File: src/hdl/spc_map.svh
// register offsets, field positions, mode codes and timing for the serial port control block
`ifndef SPC_MAP_SVH
`define SPC_MAP_SVH
// ------------------------------------------------------------
// register offsets
// ------------------------------------------------------------
`define SPC_OFS_STATUS 3'h0
`define SPC_OFS_CTL1 3'h1
`define SPC_OFS_CTL2 3'h2
`define SPC_OFS_CTL3 3'h3
`define SPC_OFS_DIV 3'h4
`define SPC_OFS_BUF 3'h5
// ------------------------------------------------------------
// field positions
// ------------------------------------------------------------
`define SPC_ST_STOP 4
`define SPC_ST_START 3
`define SPC_ST_BUSY 2
`define SPC_ST_FULL 0
`define SPC_C1_WCOL 7
`define SPC_C1_OVF 6
`define SPC_C1_EN 5
`define SPC_C1_CKREL 4
`define SPC_MODE_MSB 3
`define SPC_MODE_LSB 0
`define SPC_C2_ACKVAL 5
`define SPC_C2_ACKSEQ 4
`define SPC_C2_RX 3
`define SPC_C2_STOP 2
`define SPC_C2_RESTART 1
`define SPC_C2_START 0
`define SPC_C3_ACK_TIME_STATUS 7
`define SPC_C3_DATA_HOLD_SELECT 3
`define SPC_C3_ADDRESS_HOLD_ENABLE 1
`define SPC_C3_DATA_HOLD_ENABLE 0
`define SPC_ST_WMASK 8'hC0
`define SPC_C2_WMASK 8'hA0
`define SPC_C2_SEQMASK 8'h1F
// ------------------------------------------------------------
// mode codes
// ------------------------------------------------------------
`define SPC_MODE_SPI_SLV_NOSS 4'h5
`define SPC_MODE_SPI_M_BRG 4'hA
`define SPC_MODE_SPI_SLV_SS 4'h4
`define SPC_MODE_I2C_S7 4'h6
`define SPC_MODE_I2C_S10 4'h7
`define SPC_MODE_I2C_MST 4'h8
`define SPC_MODE_I2C_FW 4'hB
`define SPC_MODE_I2C_S7_SP 4'hE
`define SPC_MODE_I2C_S10_SP 4'hF
// ------------------------------------------------------------
// timing
// ------------------------------------------------------------
`define SPC_CLK_MHZ 40
`define SPC_HOLD_LONG_NS 300
`define SPC_HOLD_SHORT_NS 100
`define SPC_HOLD_LONG_CYC (((`SPC_HOLD_LONG_NS) * (`SPC_CLK_MHZ) + 999) / 1000)
`define SPC_HOLD_SHORT_CYC (((`SPC_HOLD_SHORT_NS) * (`SPC_CLK_MHZ) + 999) / 1000)
`define SPC_BITS_LAST 3'h7
`endif

File: src/hdl/spc_pkg.sv
// types of the serial port control block
package spc_pkg;
  typedef enum logic [3:0] {
    SPC_IDLE, SPC_START_A, SPC_START_B, SPC_RS_A, SPC_RS_B, SPC_RS_C, SPC_RS_D,
    SPC_STOP_A, SPC_STOP_B, SPC_STOP_C, SPC_ACK_HOLD, SPC_ACK_SET, SPC_ACK_HI,
    SPC_ACK_LO, SPC_RX_LO, SPC_RX_HI
  } spc_seq_t;
  typedef struct packed {
    logic [7:0] status;
    logic [7:0] ctl1;
    logic [7:0] ctl2;
    logic [7:0] ctl3;
    logic [7:0] div;
    logic [7:0] buffer;
    logic [7:0] rdata;
    spc_seq_t st;
    logic [8:0] brg;
    logic [3:0] hold;
    logic [2:0] bits;
    logic [7:0] shift;
    logic scl_oe;
    logic sda_oe;
    logic spi_own;
    logic i2c_own;
    logic scl_hold;
  } spc_state_t;
endpackage

File: src/hdl/spc_port_ctl.sv
// control and status registers with the master sequencer of the serial port
//
// Local design decisions: the address-and-strobe port and the placing of the registers.
`timescale 1ns/1ps
`include "spc_map.svh"
module spc_port_ctl (
  // clock and reset
  input wire logic mclk,
  input wire logic rst_n,
  // register port
  input wire logic [2:0] reg_addr,
  input wire logic [7:0] reg_wdata,
  input wire logic reg_wr,
  input wire logic reg_rd,
  output logic [7:0] reg_rdata,
  // i2c lines
  input wire logic scl_i,
  input wire logic sda_i,
  output logic scl_o,
  output logic scl_oe,
  output logic sda_o,
  output logic sda_oe,
  // slave shifter events
  input wire logic slv_byte_fall8,
  input wire logic slv_byte_is_addr,
  input wire logic slv_addr_match,
  input wire logic slv_ninth_rise,
  input wire logic spi_rx_done,
  // pin ownership and clock stretch
  output logic spi_pins_own,
  output logic i2c_pins_own,
  output logic slv_scl_hold
);
  // ------------------------------------------------------------
  // reset release
  // ------------------------------------------------------------
  logic [1:0] rst_sync_q;
  logic srst_n;
  always_ff @(posedge mclk or negedge rst_n) begin
    if (!rst_n) begin
      rst_sync_q <= 2'h0;
    end else begin
      rst_sync_q <= {rst_sync_q[0], 1'b1};
    end
  end
  assign srst_n = rst_sync_q[1];

  // ------------------------------------------------------------
  // helpers
  // ------------------------------------------------------------
  function automatic logic is_spi(input logic [3:0] m);
    is_spi = (m <= `SPC_MODE_SPI_SLV_NOSS) || (m == `SPC_MODE_SPI_M_BRG);
  endfunction
  function automatic logic is_spi_master(input logic [3:0] m);
    is_spi_master = (m < `SPC_MODE_SPI_SLV_SS) || (m == `SPC_MODE_SPI_M_BRG);
  endfunction
  function automatic logic is_i2c_slave(input logic [3:0] m);
    is_i2c_slave = (m == `SPC_MODE_I2C_S7) || (m == `SPC_MODE_I2C_S10) ||
                   (m == `SPC_MODE_I2C_S7_SP) || (m == `SPC_MODE_I2C_S10_SP);
  endfunction
  function automatic logic is_i2c(input logic [3:0] m);
    is_i2c = is_i2c_slave(m) || (m == `SPC_MODE_I2C_MST) || (m == `SPC_MODE_I2C_FW);
  endfunction
  function automatic logic [3:0] hold_cycles(input logic long_hold);
    hold_cycles = long_hold ? 4'(`SPC_HOLD_LONG_CYC) : 4'(`SPC_HOLD_SHORT_CYC);
  endfunction
  // half period of (div+1)*2 clocks, counted down to zero
  function automatic logic [8:0] brg_reload(input logic [7:0] d);
    brg_reload = {d, 1'b1};
  endfunction

  // ------------------------------------------------------------
  // next state
  // ------------------------------------------------------------
  spc_pkg::spc_state_t q, n;
  logic [3:0] mode;
  logic [3:0] hold_n;
  logic en, mst, slv, idle, tick, hold_done;
  always_comb begin
    n = q;
    mode = q.ctl1[`SPC_MODE_MSB:`SPC_MODE_LSB];
    en = q.ctl1[`SPC_C1_EN];
    mst = en && (mode == `SPC_MODE_I2C_MST);
    slv = en && is_i2c_slave(mode);
    idle = (q.st == spc_pkg::SPC_IDLE);
    hold_n = hold_cycles(q.ctl3[`SPC_C3_DATA_HOLD_SELECT]);
    tick = 1'b0;
    n.rdata = 8'h00;
    // bus reads
    if (reg_rd) begin
      if (reg_addr == `SPC_OFS_STATUS) begin
        n.rdata = q.status;
      end else if (reg_addr == `SPC_OFS_CTL1) begin
        n.rdata = q.ctl1;
      end else if (reg_addr == `SPC_OFS_CTL2) begin
        n.rdata = q.ctl2;
      end else if (reg_addr == `SPC_OFS_CTL3) begin
        n.rdata = q.ctl3;
        n.rdata[`SPC_C3_ACK_TIME_STATUS] = q.ctl3[`SPC_C3_ACK_TIME_STATUS] &
                                  (q.ctl3[`SPC_C3_ADDRESS_HOLD_ENABLE] | q.ctl3[`SPC_C3_DATA_HOLD_ENABLE]);
      end else if (reg_addr == `SPC_OFS_DIV) begin
        n.rdata = q.div;
      end else if (reg_addr == `SPC_OFS_BUF) begin
        n.rdata = q.buffer;
        n.status[`SPC_ST_FULL] = 1'b0;
      end
    end
    // bus writes
    if (reg_wr) begin
      if (reg_addr == `SPC_OFS_STATUS) begin
        n.status = (q.status & ~`SPC_ST_WMASK) | (reg_wdata & `SPC_ST_WMASK);
      end else if (reg_addr == `SPC_OFS_CTL1) begin
        n.ctl1 = reg_wdata;
        n.ctl1[`SPC_C1_WCOL] = q.ctl1[`SPC_C1_WCOL] & reg_wdata[`SPC_C1_WCOL];
        n.ctl1[`SPC_C1_OVF] = q.ctl1[`SPC_C1_OVF] & reg_wdata[`SPC_C1_OVF];
      end else if (reg_addr == `SPC_OFS_CTL2) begin
        n.ctl2 = (q.ctl2 & ~`SPC_C2_WMASK) | (reg_wdata & `SPC_C2_WMASK);
        if (idle && mst) begin
          n.brg = brg_reload(q.div);
          n.hold = hold_n;
          if (reg_wdata[`SPC_C2_START]) begin
            n.ctl2[`SPC_C2_START] = 1'b1;
            n.st = spc_pkg::SPC_START_A;
          end else if (reg_wdata[`SPC_C2_RESTART]) begin
            n.ctl2[`SPC_C2_RESTART] = 1'b1;
            n.st = spc_pkg::SPC_RS_A;
          end else if (reg_wdata[`SPC_C2_STOP]) begin
            n.ctl2[`SPC_C2_STOP] = 1'b1;
            n.st = spc_pkg::SPC_STOP_A;
          end else if (reg_wdata[`SPC_C2_RX]) begin
            n.ctl2[`SPC_C2_RX] = 1'b1;
            n.bits = 3'h0;
            n.st = spc_pkg::SPC_RX_LO;
          end else if (reg_wdata[`SPC_C2_ACKSEQ]) begin
            n.ctl2[`SPC_C2_ACKSEQ] = 1'b1;
            n.st = spc_pkg::SPC_ACK_HOLD;
          end
        end
      end else if (reg_addr == `SPC_OFS_CTL3) begin
        n.ctl3 = reg_wdata;
        // ack-time status belongs to hardware, software cannot write it
        n.ctl3[`SPC_C3_ACK_TIME_STATUS] = q.ctl3[`SPC_C3_ACK_TIME_STATUS];
      end else if (reg_addr == `SPC_OFS_DIV) begin
        n.div = reg_wdata;
      end else if (reg_addr == `SPC_OFS_BUF) begin
        if (!idle) begin
          n.ctl1[`SPC_C1_WCOL] = 1'b1;
        end else begin
          n.buffer = reg_wdata;
        end
      end
    end
    // baud counter, reloaded each cycle while a released clock is held low by another party
    if (!idle) begin
      if (!q.scl_oe && !scl_i) begin
        n.brg = brg_reload(q.div);
      end else if (q.brg == 9'h000) begin
        tick = 1'b1;
        n.brg = brg_reload(q.div);
      end else begin
        n.brg = q.brg - 9'h001;
      end
    end
    hold_done = (q.hold == 4'h0);
    if (!hold_done) begin
      n.hold = q.hold - 4'h1;
    end
    // master sequencer
    case (q.st)
      spc_pkg::SPC_START_A: if (tick) begin
        n.sda_oe = 1'b1;
        n.st = spc_pkg::SPC_START_B;
      end
      spc_pkg::SPC_START_B: if (tick) begin
        n.scl_oe = 1'b1;
        n.ctl2[`SPC_C2_START] = 1'b0;
        n.status[`SPC_ST_START] = 1'b1;
        n.status[`SPC_ST_STOP] = 1'b0;
        n.st = spc_pkg::SPC_IDLE;
      end
      spc_pkg::SPC_RS_A: if (hold_done) begin
        n.sda_oe = 1'b0;
        n.brg = brg_reload(q.div);
        n.st = spc_pkg::SPC_RS_B;
      end
      spc_pkg::SPC_RS_B: if (tick) begin
        n.scl_oe = 1'b0;
        n.st = spc_pkg::SPC_RS_C;
      end
      spc_pkg::SPC_RS_C: if (tick) begin
        n.sda_oe = 1'b1;
        n.st = spc_pkg::SPC_RS_D;
      end
      spc_pkg::SPC_RS_D: if (tick) begin
        n.scl_oe = 1'b1;
        n.ctl2[`SPC_C2_RESTART] = 1'b0;
        n.status[`SPC_ST_START] = 1'b1;
        n.st = spc_pkg::SPC_IDLE;
      end
      spc_pkg::SPC_STOP_A: if (hold_done) begin
        n.sda_oe = 1'b1;
        n.brg = brg_reload(q.div);
        n.st = spc_pkg::SPC_STOP_B;
      end
      spc_pkg::SPC_STOP_B: if (tick) begin
        n.scl_oe = 1'b0;
        n.st = spc_pkg::SPC_STOP_C;
      end
      spc_pkg::SPC_STOP_C: if (tick) begin
        n.sda_oe = 1'b0;
        n.ctl2[`SPC_C2_STOP] = 1'b0;
        n.status[`SPC_ST_STOP] = 1'b1;
        n.status[`SPC_ST_START] = 1'b0;
        n.st = spc_pkg::SPC_IDLE;
      end
      spc_pkg::SPC_ACK_HOLD: if (hold_done) begin
        n.sda_oe = ~q.ctl2[`SPC_C2_ACKVAL];
        n.brg = brg_reload(q.div);
        n.st = spc_pkg::SPC_ACK_SET;
      end
      spc_pkg::SPC_ACK_SET: if (tick) begin
        n.scl_oe = 1'b0;
        n.st = spc_pkg::SPC_ACK_HI;
      end
      spc_pkg::SPC_ACK_HI: if (tick) begin
        n.scl_oe = 1'b1;
        n.hold = hold_n;
        n.st = spc_pkg::SPC_ACK_LO;
      end
      spc_pkg::SPC_ACK_LO: if (hold_done) begin
        n.sda_oe = 1'b0;
        n.ctl2[`SPC_C2_ACKSEQ] = 1'b0;
        n.st = spc_pkg::SPC_IDLE;
      end
      spc_pkg::SPC_RX_LO: if (tick) begin
        // let sda go so the far slave can drive the bit
        n.sda_oe = 1'b0;
        n.scl_oe = 1'b0;
        n.st = spc_pkg::SPC_RX_HI;
      end
      spc_pkg::SPC_RX_HI: if (tick) begin
        n.shift = {q.shift[6:0], sda_i};
        n.scl_oe = 1'b1;
        n.bits = q.bits + 3'h1;
        n.st = spc_pkg::SPC_RX_LO;
        if (q.bits == `SPC_BITS_LAST) begin
          n.buffer = {q.shift[6:0], sda_i};
          if (q.status[`SPC_ST_FULL]) begin
            n.ctl1[`SPC_C1_OVF] = 1'b1;
          end
          n.status[`SPC_ST_FULL] = 1'b1;
          n.ctl2[`SPC_C2_RX] = 1'b0;
          n.st = spc_pkg::SPC_IDLE;
        end
      end
      default: begin
      end
    endcase
    // slave holding and acknowledge time
    if (slv_ninth_rise) begin
      n.ctl3[`SPC_C3_ACK_TIME_STATUS] = 1'b0;
    end
    if (slv && slv_byte_fall8 && (!slv_byte_is_addr || slv_addr_match)) begin
      if (slv_byte_is_addr ? q.ctl3[`SPC_C3_ADDRESS_HOLD_ENABLE] : q.ctl3[`SPC_C3_DATA_HOLD_ENABLE]) begin
        n.ctl1[`SPC_C1_CKREL] = 1'b0;
      end
      if (q.ctl3[`SPC_C3_ADDRESS_HOLD_ENABLE] || q.ctl3[`SPC_C3_DATA_HOLD_ENABLE]) begin
        n.ctl3[`SPC_C3_ACK_TIME_STATUS] = 1'b1;
      end
    end
    // spi receive completion
    if (spi_rx_done && en && is_spi(mode)) begin
      if (q.status[`SPC_ST_FULL] && !is_spi_master(mode)) begin
        n.ctl1[`SPC_C1_OVF] = 1'b1;
      end
      n.status[`SPC_ST_FULL] = 1'b1;
    end
    // port off: sequencer and line state drop back to idle
    if (!n.ctl1[`SPC_C1_EN]) begin
      n.st = spc_pkg::SPC_IDLE;
      n.scl_oe = 1'b0;
      n.sda_oe = 1'b0;
      n.status[`SPC_ST_START] = 1'b0;
      n.status[`SPC_ST_STOP] = 1'b0;
      n.ctl2 = n.ctl2 & ~`SPC_C2_SEQMASK;
    end
    n.status[`SPC_ST_BUSY] = (n.st != spc_pkg::SPC_IDLE);
    n.spi_own = n.ctl1[`SPC_C1_EN] && is_spi(n.ctl1[`SPC_MODE_MSB:`SPC_MODE_LSB]);
    n.i2c_own = n.ctl1[`SPC_C1_EN] && is_i2c(n.ctl1[`SPC_MODE_MSB:`SPC_MODE_LSB]);
    n.scl_hold = n.ctl1[`SPC_C1_EN] && is_i2c_slave(n.ctl1[`SPC_MODE_MSB:`SPC_MODE_LSB]) &&
                 !n.ctl1[`SPC_C1_CKREL];
  end

  always_ff @(posedge mclk or negedge srst_n) begin
    if (!srst_n) begin
      q <= '0;
    end else begin
      q <= n;
    end
  end

  assign reg_rdata = q.rdata;
  assign scl_oe = q.scl_oe;
  assign sda_oe = q.sda_oe;
  assign scl_o = 1'b0;
  assign sda_o = 1'b0;
  assign spi_pins_own = q.spi_own;
  assign i2c_pins_own = q.i2c_own;
  assign slv_scl_hold = q.scl_hold;

  // ------------------------------------------------------------
  // checks
  // ------------------------------------------------------------
  logic [4:0] low_cnt_q;
  always_ff @(posedge mclk or negedge srst_n) begin
    if (!srst_n) begin
      low_cnt_q <= 5'h00;
    end else if (!q.scl_oe) begin
      low_cnt_q <= 5'h00;
    end else if (low_cnt_q != 5'h1F) begin
      low_cnt_q <= low_cnt_q + 5'h01;
    end
  end
endmodule

File: config.mk
export PLATFORM = sky130hd
export DESIGN_NAME = spc_port_ctl
export DESIGN_NICKNAME = d
export VERILOG_FILES = /design/src/hdl/spc_pkg.sv /design/src/hdl/spc_port_ctl.sv
export VERILOG_INCLUDE_DIRS = /design/src /design/src/hdl
export SDC_FILE = /design/constraint.sdc
export NUM_CORES = 1
export LEC_CHECK = 0
export ABC_AREA = 1
export BUFFER_PORTS_ARGS = -buffer_cell sky130_fd_sc_hd__buf_4
export CORE_ASPECT_RATIO = 2
export CORE_MARGIN = 10
export CORE_UTILIZATION = 43
export DETAILED_ROUTE_END_ITERATION = 8
export SLEW_MARGIN = 20
export SYNTH_ARGS = -nofsm -noshare
export SYNTH_HDL_FRONTEND = slang
export SYNTH_SLANG_ARGS = --single-unit
File: constraint.sdc
create_clock -name mclk -period 6.2 [get_ports mclk]
set_input_delay 0.62 -clock mclk [delete_from_list [all_inputs] [get_ports mclk]]
set_output_delay 0.62 -clock mclk [all_outputs]
set_load 0.005 [all_outputs]
# == Yosys cells after proc, flatten, opt, wreduce, memory -nomap -nowiden ==
# Cells that the tools add are included.
# classes
n_lt_le_gt_ge,3
reduce_logical,49
n_mux,132
bitwise_logic,11
eq_ne,49
n_addsub,3
# ops
cell,n
two-way mux 8 bit,15
two-way mux 20 bit,5
two-way mux 4 bit,22
== test 4 bit (second input constant),17
two-way mux 1 bit,55
case mux 4 bit (13 select lines),1
two-way mux 45 bit,1
two-way mux 40 bit,1
two-way mux 13 bit,3
== test 4 x 3 -> 1 bit (second input constant),8
two-way mux 32 bit,1
two-way mux 9 bit,3
case mux 9 bit (3 select lines),1
two-way mux 23 bit,1
two-way mux 16 bit,1
two-way mux 3 bit,5
two-way mux 5 bit,3
inequality test 3 bit (second input constant),5
two-way mux 7 bit,2
AND reduction 7 bit,2
logical AND 1 bit,13
logical OR 1 bit,13
two-way mux 12 bit,1
two-way mux 2 bit,6
36 further kinds,62
# totals
out_inout_bits,15
regBits,91
wordCells,268
inputBits,22

# == Depth between registers and ports, before layout ==
# depth
depth_word,18
depth_mapped,15
ltp_nobuf,15

# == Worst setup path before layout ==
# OpenSTA, ideal clock, no wires.
# synth_path
path_type,input-to-reg
from,in reg_addr[2]
to,reg q[83] (netlist name)
required_time_ns,6.073
setup_time_ns,0.127
cell_stages,11
slack_ns,4.417
arrival_time_ns,1.656
path_cell_list,nor2_2 > nand2_2 > nor2_4 > nand2_4 > inv_4 > nand2_1 > nand2_1 > o21bai_1 > nand2_1 > nand2_1 > nand3_1
# synth_rtl
item,line_no,text
start: declaration,spc_port_ctl.sv:11,"input wire logic [2:0] reg_addr,"
end signal: assignment,spc_port_ctl.sv:298,q <= n;
end: declaration,spc_port_ctl.sv:75,"spc_pkg::spc_state_t q, n;"

==> qor.log <==
qor: drt.drt_first_iter_violations 253
qor: status.run_status finished, final reports clean
qor: timing.setup_violations 0
qor: global_routing.pin_count_of_the_biggest_net_entering_global_routing 56
qor: place.routability_congestion_estimate_from_global_placement 0.994
qor: floorplan.initial_standard_cell_utilization_of_the_core 43.6%
qor: floorplan.die_footprint 16300 µm²
qor: global_routing.grt_antenna_before_repair 0
qor: yosys.synth-seq-area-share 44.5%
qor: timing.timing.max_slew.rel_slack 52.0%
qor: pwr.ir_worst_vdd 0.160 mV
qor: critical_path.worst_ep_arrival 2680 ps
qor: layout.antenna-diode-count 0
qor: global_routing.number_of_global_route_vias_before_repair 4710
qor: clock_tree.clk_transition_reported_paths 60 ps
qor: pwr.seqPwrFrac 41.8%
qor: clock_tree.post_cts_repair_setup_buffers 0
qor: drt.firstDrtPassIters 5
qor: yosys.postSynth.topFlopCell dfrtp_1
qor: timing.setup_total_negative_slack 0 ps
qor: drt.drtAntennaViolNets 0
qor: clock_tree.ctsResizeCount 0
qor: timing.rsz0062_at_grt no
qor: floorplan.die_w 95.4 µm
qor: drt.num_vias 4417
qor: yosys.synth-edff-count 0
qor: place.place_ws 3730 ps
qor: pwr.power.leakage 2.66 nW
qor: drt.routedWlPerCell 19.5 µm
qor: pwr.power.share.combinational 32.9%
qor: floorplan.coreArea 11200 µm²
qor: job.number_of_violations_of_the_max_capacitance_limit 0
qor: clock_tree.htree_num_levels 3
qor: pwr.power.density 371 nW/µm²
qor: timing.finalWorstPathRequiredPeriod 2400 ps
qor: timing.clock_skew 5.67 ps
qor: clock_tree.postCtsHoldBufs 0
qor: floorplan.top_level_ports 37
qor: critical_path.endpoint_kind flip-flop
qor: layout.drive_gt1_share 13.7%
qor: critical_path.critPathMaxFanout 12
qor: critical_path.rrSetupSlack 3800 ps
qor: clock_tree.ctsRootBufferMaster clkbuf_16
qor: place.dp_wirelength 12300 µm
qor: timing.timing_limited_maximum_frequency 0.417 GHz
qor: timing.postLayoutSetupSlackWorst 3800 ps
qor: critical_path.worst_setup_sp_type flip-flop
qor: pwr.total_switching_power 0.000811 W
qor: min_path.holdCritPathClass in -> async
qor: floorplan.die-height 171 µm
qor: clock_tree.insertion_delay 350 ps
qor: clock_tree.cts-buffers-inserted 9
qor: place.placement.io_buffers 34
qor: timing.post-route-period-util 38.6%
qor: yosys.synth_area 4890 µm²
qor: pwr.post-layout-total-power 0.00203 W
qor: timing.final-max-slew-violation-count 0
qor: clock_tree.cts_max_path_buffers 2
qor: yosys.number_of_flip_flops_and_latches_in_the_synthesized_netlist 87
qor: pwr.switching_share 39.9%
qor: yosys.synth_cell_types 50
qor: global_routing.globalRoute.totalOverflow 0
qor: drt.route.detailed.drc 0
qor: yosys.post_synth.cell_area_avg 7.81 µm²
qor: timing.final_hold_viol_count 0
qor: yosys.syn-instance-count 626
qor: layout.final_nets 680
qor: critical_path.critical_path_required 6480 ps
qor: yosys.postSynth.asyncResetShare 100%
qor: yosys.yosysWarnings 0
qor: global_routing.groute.usage.overall 20.0%
qor: clock_tree.cts_tree built
qor: pwr.power_report.internal_total 0.00122 W
qor: timing.worst_slew_pin_slew 720 ps
qor: critical_path.critical_path_class reg -> reg
qor: pwr.power.share.clock 25.3%
qor: drt.vias_per_cell 5.52
qor: layout.synthesis_to_layout_area_growth 12.0%
qor: global_routing.grt_first_pass_wirelength 24700 µm
qor: clock_tree.cts.sinks 87
qor: drt.finalWirelength 15600 µm
qor: floorplan.floorplan.rows 55
[state kept, by name, summed over array words and instances, names as in the netlist]
signal and cells:
scl_oe 1, q 67, spi_pins_own 1, sda_oe 1
en 1, mode 4, reg_rdata 8, rst_sync_q 2
slv_scl_hold 1, i2c_pins_own 1
[power by group through the flow]
stage / logic, W / clock network (W) / registers (W)
after global placement: 0.000650 / 0 / 0.000853
after floorplan: 0.000496 / 0 / 0.000797
after global routing: 0.000756 / 0.000549 / 0.000864
final: 0.000669 / 0.000515 / 0.000849
after detailed placement: 0.000664 / 0 / 0.000855
after CTS: 0.000666 / 0.000523 / 0.000846
[critical path: stages, from the launching register on]
cell and delay (ps):
dfrtp_1 530, inv_1 310, nand2_1 160, nor2_4 280, nand2_1 90, nor2_1 130
nand3_1 210, nand3_1 130, nand2_1 60, nand2_1 110, nand2_1 60, nand2_1 80
nand2_1 80, nand3_1 80
[cell usage in the layout, fill, tap and decap left out, types with 6 or more instances in the layout]
cell,netlist,routed
o21ai_0,89,89
inv_1,68,68
a21oi_1,36,36
dfrtp_1,87,86
inv_2,8,8
buf_4,11,35
clkbuf_16,0,9
nor2_1,48,48
nand3_1,27,27
nand2_1,143,143
nand2_2,6,6
o211ai_1,8,8
[path summary, 6_finish.rpt]
path,startpoint,to,cells past startpoint
max in group asynchronous,rst_sync_q[1],q[28],1
min in group mclk,rst_sync_q[0],rst_sync_q[1],0
min reg2reg,rst_sync_q[1],i2c_pins_own,0
min,rst_n,rst_sync_q[1],1
max,q[31],q[83],13
max reg2reg,q[31],q[83],13
[per-layer routing]
layer | GRT usage (%) | part of all wire, % | vias to the layer above
li1 | - | - | 2145
met1 | 19.8 | 36 | 2094
met2 | 36.2 | 54 | 115
met3 | 2.76 | 2.9 | 63
met4 | 14.2 | 6.6 | 0
met5 | 0 | 0 | -
[final cells by class]
cell class,count,area (µm²)
flip-flops and latches,87,2180
clock inverters,6,45.0
repair buffers,35,263
fillers,1125,5740
clock buffers,10,229
well taps,142,178
multi-input cells,441,2270
inverters,79,307
[synthesized netlist by cell type, types with 3 or more instances]
library cell | count | area, µm²
nand3_1 | 27 | 135
nand2_1 | 143 | 537
nand4_1 | 5 | 31.3
ha_1 | 5 | 62.6
buf_4 | 11 | 82.6
inv_2 | 8 | 30.0
dfrtp_1 | 87 | 2180
o21ai_0 | 89 | 445
o21ai_1 | 3 | 15.0
inv_1 | 68 | 255
xor2_1 | 3 | 26.3
a211oi_1 | 3 | 22.5
o221ai_1 | 5 | 43.8
nor4_1 | 3 | 18.8
o21ai_2 | 3 | 26.3
a32o_1 | 4 | 40.0
nor2_4 | 5 | 56.3
nor2_1 | 48 | 180
nand2_2 | 6 | 37.5
clkbuf_1 | 5 | 18.8
o22ai_1 | 3 | 18.8
nor2_2 | 4 | 25.0
a21oi_1 | 36 | 180
nor3_1 | 5 | 25.0
a22oi_1 | 5 | 37.5
a31oi_1 | 3 | 18.8
o211ai_1 | 8 | 60.1
[metrics by stage]
| step | hold WS [ps] | utilization [%] | instances | area (µm²) |
|---|---|---|---|---|
| after floorplan | 324 | - | 627 | 4890 |
| after global placement | 291 | 46.4 | 784 | 5200 |
| after detailed placement | 295 | 46.4 | 784 | 5200 |
| after CTS | 32.6 | 48.8 | 800 | 5480 |
| after global routing | 31.2 | 48.8 | 800 | 5480 |
| final | 40.5 | 48.8 | 800 | 5480 |
[cells by family after synthesis]
family / count (synthesis) / share of synthesized area, %
buffers and inverters: 99 / 9.01
xor gates and xnor gates: 3 / 0.538
and+or+nand+nor: 254 / 23.2
other: 2 / 0.154
DFF: 87 / 44.5
adders and majority gates: 5 / 1.28
AOI/OAI and AO/OA: 176 / 21.2
Power figures use the tool's default switching activity.
